===== config.mk =====
export PLATFORM = sky130hd
export DESIGN_NAME = oscillator_control
export DESIGN_NICKNAME = d
export VERILOG_FILES = /design/src/rtl/osc_ctrl_pkg.sv /design/src/rtl/oscillator_control.sv
export SDC_FILE = /design/constraint.sdc
export NUM_CORES = 1
export LEC_CHECK = 0
export ABC_AREA = 1
export BUFFER_PORTS_ARGS = -buffer_cell sky130_fd_sc_hd__buf_4
export CELL_PAD_IN_SITES_DETAIL_PLACEMENT = 0
export CELL_PAD_IN_SITES_GLOBAL_PLACEMENT = 1
export CORE_ASPECT_RATIO = 1.4
export CORE_MARGIN = 5
export CORE_UTILIZATION = 32
export CTS_CLUSTER_DIAMETER = 80
export DETAILED_ROUTE_END_ITERATION = 6
export HOLD_SLACK_MARGIN = 0.12
export PLACE_DENSITY = 0.77
export SLEW_MARGIN = 15
export SYNTH_ARGS = -nofsm -noshare
export SYNTH_HDL_FRONTEND = slang
export SYNTH_SLANG_ARGS = --single-unit

===== constraint.sdc =====
create_clock -name clock -period 1.19 [get_ports clock]
set_input_delay 0.238 -clock clock [delete_from_list [all_inputs] [get_ports clock]]
set_output_delay 0.238 -clock clock [all_outputs]
set_load 0.1 [all_outputs]

===== src/rtl/osc_ctrl_pkg.sv =====
// constants, register layout and types for the oscillator control block
package osc_ctrl_pkg;
   localparam logic [23:0] oscillator_control_addr = 24'hffe0a0;
   localparam logic [23:0] irq_status_addr         = 24'hffe0a1;
   localparam logic [23:0] irq_mask_addr           = 24'hffe0a2;
   localparam logic [23:0] fail_source_addr        = 24'hffe0a3;

   localparam int bit_internal = 7;
   localparam int bit_crystal  = 6;
   localparam int bit_watchdog = 5;
   localparam int bit_pfail    = 4;
   localparam int bit_wfail    = 3;
   localparam int bit_flp      = 2;

   localparam logic [1:0] sel_internal = 2'h0;
   localparam logic [1:0] sel_crystal  = 2'h1;
   localparam logic [1:0] sel_reserved = 2'h2;
   localparam logic [1:0] sel_watchdog = 2'h3;

   // reset value without the option-dependent bit 2
   localparam logic [7:0] osc_ctl_reset = 8'ha0;
   localparam logic [7:0] zero8         = 8'h00;
   localparam logic [1:0] zero2         = 2'h0;
   localparam logic [1:0] irq_pfail     = 2'h1;
   localparam logic [1:0] irq_wfail     = 2'h2;

   // st_sync gives the option synchroniser a second edge before bit 2 is loaded
   typedef enum logic [3:0]
   {
      st_load = 4'h1,
      st_run  = 4'h2,
      st_hold = 4'h4,
      st_sync = 4'h8
   } boot_t;

   typedef struct packed
   {
      logic [23:0] addr;
      logic [7:0]  wdata;
      logic        wr;
      logic        rd;
   } bus_req_t;

   typedef struct packed
   {
      logic internal_osc_en;
      logic crystal_osc_en;
      logic watchdog_osc_en;
      logic flash_clock_en;
      logic flash_power_en;
      logic [1:0] system_clock_source_select;
   } clk_ctl_t;

   typedef struct packed
   {
      boot_t       boot;
      logic [7:0]  osc_ctl;
      logic [1:0]  status;
      logic [1:0]  mask;
      logic [7:0]  rdata;
      logic        irq;
      clk_ctl_t    ctl;
      logic [1:0]  opt_sync;
      logic [1:0]  pfail_sync;
      logic [1:0]  wfail_sync;
   } state_t;
endpackage


===== src/rtl/oscillator_control.sv =====
// oscillator control register with failure-detect clearing and interrupts
//
// What this block does
// - The internal precision oscillator runs only while bit 7 is one, and bit 7 resets to one.
// - The crystal oscillator is enabled only while bit 6 is one, and bit 6 resets to zero.
// - The watchdog oscillator runs while bit 5 is one and stops when it is cleared; reset is one.
// - Bit 4 arms primary oscillator failure detection and is cleared by hardware on a failure.
// - Bit 3 arms watchdog oscillator failure detection and is cleared by hardware on a failure.
// - Bit 2 is loaded after reset, in st_hold, as the inverse of the low-power option bit.
// - Bits 1:0 pick the system clock: 00 internal, 01 crystal, 11 watchdog, 10 reserved.
`timescale 1ns/10ps
module oscillator_control
   import osc_ctrl_pkg::*;
(
   input  wire logic                 clock,
   input  wire logic                 rst_n,
   input  wire osc_ctrl_pkg::bus_req_t bus,
   output logic [7:0]                rdata,
   output logic                      irq,
   input  wire logic                 low_power_option_bit,
   input  wire logic                 primary_fail,
   input  wire logic                 watchdog_fail,
   input  wire logic                 flash_read,
   output osc_ctrl_pkg::clk_ctl_t    clk_ctl
);
   import osc_ctrl_pkg::*;

   state_t s_reg;
   state_t s_next;

   logic       pfail_event;
   logic       wfail_event;
   logic [7:0] ctl_val;

   ////////////////////////////////////////////////////////////////////////
   always_comb
   begin
      s_next = s_reg;
      ctl_val = s_reg.osc_ctl;
      s_next.opt_sync   = {s_reg.opt_sync[0], low_power_option_bit};
      s_next.pfail_sync = {s_reg.pfail_sync[0], primary_fail};
      s_next.wfail_sync = {s_reg.wfail_sync[0], watchdog_fail};
      pfail_event = s_reg.pfail_sync[1] & s_reg.osc_ctl[bit_pfail];
      wfail_event = s_reg.wfail_sync[1] & s_reg.osc_ctl[bit_wfail];
      s_next.rdata = zero8;

      case (s_reg.boot)
         st_load:
         begin
            s_next.boot = st_sync;
         end
         st_sync:
         begin
            // the synchroniser was cleared by reset; its output still holds the reset value and is valid from the next edge, in st_hold
            s_next.boot = st_hold;
         end
         st_hold:
         begin
            ctl_val[bit_flp] = ~s_reg.opt_sync[1];
            s_next.boot = st_run;
         end
         st_run:
         begin
            if (bus.wr && bus.addr == oscillator_control_addr)
            begin
               ctl_val = bus.wdata;
            end
            else if (bus.wr && bus.addr == irq_status_addr)
            begin
               s_next.status = s_reg.status & ~bus.wdata[1:0];
            end
            else if (bus.wr && bus.addr == irq_mask_addr)
            begin
               s_next.mask = bus.wdata[1:0];
            end
         end
         default:
         begin
            s_next.boot = st_load;
         end
      endcase

      if (pfail_event)
      begin
         ctl_val[bit_pfail] = 1'b0;
      end
      if (wfail_event)
      begin
         ctl_val[bit_wfail] = 1'b0;
      end
      // set wins over a same-cycle clear
      s_next.status = s_next.status | (pfail_event ? irq_pfail : zero2)
                                    | (wfail_event ? irq_wfail : zero2);
      s_next.osc_ctl = ctl_val;

      if (bus.rd)
      begin
         if (bus.addr == oscillator_control_addr)
         begin
            s_next.rdata = s_reg.osc_ctl;
         end
         else if (bus.addr == irq_status_addr)
         begin
            s_next.rdata = {6'h00, s_reg.status};
         end
         else if (bus.addr == irq_mask_addr)
         begin
            s_next.rdata = {6'h00, s_reg.mask};
         end
         else if (bus.addr == fail_source_addr)
         begin
            s_next.rdata = {6'h00, s_reg.wfail_sync[1], s_reg.pfail_sync[1]};
         end
         else
         begin
            s_next.rdata = zero8;
         end
      end

      s_next.irq = |(s_next.status & s_next.mask);

      s_next.ctl.internal_osc_en = ctl_val[bit_internal];
      s_next.ctl.crystal_osc_en  = ctl_val[bit_crystal];
      s_next.ctl.watchdog_osc_en = ctl_val[bit_watchdog];
      s_next.ctl.system_clock_source_select = ctl_val[1:0];
      s_next.ctl.flash_clock_en = ~ctl_val[bit_flp] | flash_read;
      s_next.ctl.flash_power_en = ~ctl_val[bit_flp] | flash_read;
   end

   ////////////////////////////////////////////////////////////////////////
   always_ff @(posedge clock or negedge rst_n)
   begin
      if (!rst_n)
      begin
         s_reg <= '0;
         s_reg.boot <= st_load;
         s_reg.osc_ctl <= osc_ctl_reset;
         s_reg.ctl.internal_osc_en <= 1'b1;
         s_reg.ctl.watchdog_osc_en <= 1'b1;
         s_reg.ctl.flash_clock_en <= 1'b1;
         s_reg.ctl.flash_power_en <= 1'b1;
      end
      else
      begin
         s_reg <= s_next;
      end
   end

   assign rdata   = s_reg.rdata;
   assign irq     = s_reg.irq;
   assign clk_ctl = s_reg.ctl;
endmodule


==> qor.log <==
INFO  floorplanning  dieWidth=70.23um
INFO  clock_network  cts-buffers-inserted=5
INFO  setup_path     reg2regPathDepth=10
INFO  floorplanning  top_level_ports=56
INFO  global_routing grt_overflow=0
INFO  setup_path     rr_startpoint=s_reg[36]
INFO  sta            clock.fmax=772.0MHz
INFO  global_routing grt_antenna_before_repair=0
INFO  flow_run       timing.max_cap.violations=0
INFO  sta            final_critical_path_time_including_i_o_delays_and_setup=1295ps
INFO  sta            timing_worst_slew_pin_value=375.3ps
INFO  cells_and_area area_growth=50.27%
INFO  detailed_routing remaining_drc_errors=0
INFO  clock_network  cts_root_buffer=sky130_fd_sc_hd__clkbuf_8
INFO  pwr            peakVddDrop=0.6697mV
INFO  clock_network  cts-root-to-sink-buffers=2
INFO  worst_hold_path worstHoldStart=flash_read
INFO  worst_hold_path holdPathEnd=clk_ctl[2]
INFO  floorplanning  die_height=94.33um
INFO  place          dpl.cell_count=320
INFO  setup_path     required=950ps
INFO  sta            setup_viol=13
INFO  sta            slew_headroom=74.98%
INFO  setup_path     critical_path.endpoint_type=primary output
INFO  status         violated_checks=setup timing
INFO  floorplanning  dieArea=6624squm
INFO  clock_network  cts_sinks=32
INFO  detailed_routing first_iter_violations=41
INFO  setup_path     timing.critical_path.fanout_max=2
INFO  worst_hold_path min_path_cells=3
INFO  global_routing grt_use_total=10.85%
INFO  setup_path     worstPathArrival=1060ps
INFO  pwr            switching_share=24.84%
INFO  clock_network  clk_pin_slew_worst_paths=70ps
INFO  place          placement.io_buffers=55
INFO  pwr            cell_internal_pwr=1.650mW
INFO  sta            timing.final.max_slew_violations=0
INFO  setup_path     critical_path_class=reg -> out
INFO  sta            whs=142.0ps
INFO  yosys          yosys_warnings=0
INFO  detailed_routing route.detailed.wl_per_inst=10.60um
INFO  cells_and_area finalNetCount=311
INFO  pwr            power_frac_comb=12.0%
INFO  pwr            power_switching=545.4uW
INFO  setup_path     r2r_slack=-70ps
INFO  global_routing grt_pass1_vias=1311
INFO  detailed_routing antenna_violating_nets_post_route=0
INFO  yosys          synthDistinctLibCells=21
INFO  setup_path     worst_path_dominant_cell_family=flip-flops
INFO  cells_and_area fillers=508
INFO  clock_network  cts_htree_levels=2
INFO  setup_path     critical_path_cell_count=1
INFO  sta            post-route-period-util=108.9%
INFO  sta            finalWorstSetupSlack=-105.4ps
INFO  cells_and_area antenna_cells_inserted=0
INFO  setup_path     critical_path.n_buffers_inverters=1
INFO  global_routing grt_start_max_net_pins=33
INFO  clock_network  clk-insertion-delay-late=280ps
INFO  yosys          mappedNetlistArea=1625squm
INFO  place          dp_hpwl=2831um
INFO  setup_path     max_stage_delay_on_crit_path=590ps
INFO  status         outcome=complete, but fails checks
INFO  cells_and_area largest_register_ffs=18
INFO  setup_path     critPathLaunch=clk_ctl[2]
INFO  pwr            p_per_area=899.0nW/um^2
INFO  setup_path     critical_path.startpoint_type=flop
INFO  sta            finalHoldViolCount=0
INFO  setup_path     worstReg2RegEnd=clk_ctl[2]
INFO  detailed_routing via_per_inst=4.256
INFO  yosys          synthesized_area_divided_by_synthesized_cell_count=8.046squm
INFO  sta            fin_worst_skew=6.421ps
INFO  floorplanning  std_cell_rows=30
INFO  floorplanning  core_region_area=4880squm
INFO  setup_path     critical-path-slowest-cell=sky130_fd_sc_hd__dfstp_2
INFO  cells_and_area drive_above_1_share=45.96%
INFO  sta            grt_setup_unrepaired=yes
INFO  floorplanning  initial_utilization=33.31%
INFO  place          gp_routability_congestion=0.8153
INFO  yosys          synth_seq_area_share=49.58%
INFO  yosys          syn-num-nets=242
INFO  pwr            share_clk_of_total_power=37.4%
INFO  pwr            power_frac_seq=50.6%
INFO  cells_and_area post_layout_nonfiller_instances=336
INFO  detailed_routing dr_total_vias=1430
INFO  worst_hold_path worst_hold_path_type=in -> reg
INFO  clock_network  tritoncts_clock_tree=yes
INFO  detailed_routing totalWireLength=3561um
INFO  yosys          yosys_register_bits=32
INFO  pwr            static-leakage-power=1.231nW
INFO  setup_path     crit_path_cells=buf_12
INFO  global_routing wire_length_of_the_first_global_routing_pass=5664um
INFO  detailed_routing drt_first_pass_iters=6
INFO  yosys          synthesis.instances=202
## power groups by stage
stage               sequential (mW)  clock, mW  combinational, mW
global route                   1.11      0.905              0.290
detailed placement             1.13          0              0.246
global placement               1.13          0              0.245
finish                         1.11      0.821              0.263
CTS                            1.11      0.845              0.266
floorplan                      1.13          0             0.0909
## metrics by stage
step           setup slack, ps  instance area (sq um)  setup TNS, ps  util [%]  power [mW]
2_1_floorplan           -1.955                   1677         -1.955         -       1.218
3_3_place_gp            -274.7                   2162          -3617     44.31       1.374
3_5_place_dp            -297.0                   2162          -3929     44.31       1.375
4_1_cts                 -100.8                   2397         -646.1     49.13       2.223
5_1_grt                 -160.9                   2442          -1807     50.05       2.308
6_report                -105.4                   2442         -747.7     50.05       2.196
## final cells by class
type	instances	area, sq um	area share [%]
flip-flops and latches	32	805.8	32.99
multi-input cells	128	683.2	27.97
repair buffers	77	661.9	27.10
inverters	27	118.9	4.867
well taps	64	80.08	3.279
clock buffers	5	68.82	2.818
clock inverters	3	23.77	0.9734
## synth_stat cells, drive strengths merged
cell	count	area, sq um
nand3	13	70.07
nor3	3	15.01
nor4	1	6.260
clkinv	1	5.000
nand3b	1	7.510
nand2	57	224.0
inv	26	97.59
dfrtp	28	700.7
nand4	7	58.81
nor2	35	167.7
a21oi	2	10.01
o21ai	9	45.04
dfstp	4	105.1
buf	15	112.6
## per-layer routing
layer | vias up | global-route usage [%] | part of all wire (%)
met5 | - | 0 | 0
met4 | 0 | 4.313 | 1.7
met3 | 5 | 3.961 | 6.1
met2 | 38 | 19.61 | 54
met1 | 637 | 11.32 | 38
li1 | 750 | - | -
## cell usage in the layout, fill, tap and decap left out
cell	Yosys	routed
sky130_fd_sc_hd__buf_4	15	65
sky130_fd_sc_hd__nand2_1	53	47
sky130_fd_sc_hd__dfrtp_1	28	28
sky130_fd_sc_hd__nor2_1	26	20
sky130_fd_sc_hd__inv_1	23	19
sky130_fd_sc_hd__nand3_1	12	11
sky130_fd_sc_hd__nor2_2	8	10
sky130_fd_sc_hd__nand2_2	4	9
sky130_fd_sc_hd__o21ai_1	1	7
sky130_fd_sc_hd__nand4_1	6	6
sky130_fd_sc_hd__clkbuf_8	0	5
sky130_fd_sc_hd__buf_12	0	5
sky130_fd_sc_hd__inv_2	3	4
sky130_fd_sc_hd__nor2_4	0	4
sky130_fd_sc_hd__dfstp_2	4	4
sky130_fd_sc_hd__dlygate4sd3_1	0	4
sky130_fd_sc_hd__buf_6	0	3
sky130_fd_sc_hd__nand3_2	1	2
sky130_fd_sc_hd__inv_6	0	2
sky130_fd_sc_hd__nor3_1	3	2
sky130_fd_sc_hd__clkinv_4	0	2
sky130_fd_sc_hd__clkinvlp_4	0	2
sky130_fd_sc_hd__nand2_4	0	1
sky130_fd_sc_hd__nor2_8	1	1
sky130_fd_sc_hd__inv_4	0	1
sky130_fd_sc_hd__nand4_4	1	1
sky130_fd_sc_hd__nor3_2	0	1
sky130_fd_sc_hd__o21ai_0	8	1
sky130_fd_sc_hd__nand3b_1	1	1
sky130_fd_sc_hd__nor4_2	0	1
sky130_fd_sc_hd__a21oi_1	2	1
sky130_fd_sc_hd__a21oi_2	0	1
sky130_fd_sc_hd__o21ai_2	0	1
## cell families after synthesis
| kind of cell | count (synthesis) | share of synthesized area [%] |
|---|---|---|
| simple gates | 117 | 33.80 |
| buf+inv | 42 | 13.24 |
| flops | 32 | 49.58 |
| compound gates | 11 | 3.387 |
## worst max-delay path by stage
stage,slack (ps),to
6_report,-110,clk_ctl[2]
5_1_grt,-160,clk_ctl[2]
4_1_cts,-100,clk_ctl[2]
3_5_place_dp,-300,irq
3_3_place_gp,-270,irq
2_1_floorplan,-2,s_reg[28]
## what timing repair did
item | 4_1_cts | 5_1_grt
hold endpoints to repair | 31 | 0
hold buffers | 4 | 0
pin swaps | 2 | 3
gates cloned | 0 | 0
resized for setup | 29 | 9
endpoints found under the setup margin | 17 | 22
buffers inserted | 1 | 3
No activity file was read; power rests on OpenSTA's default activity.
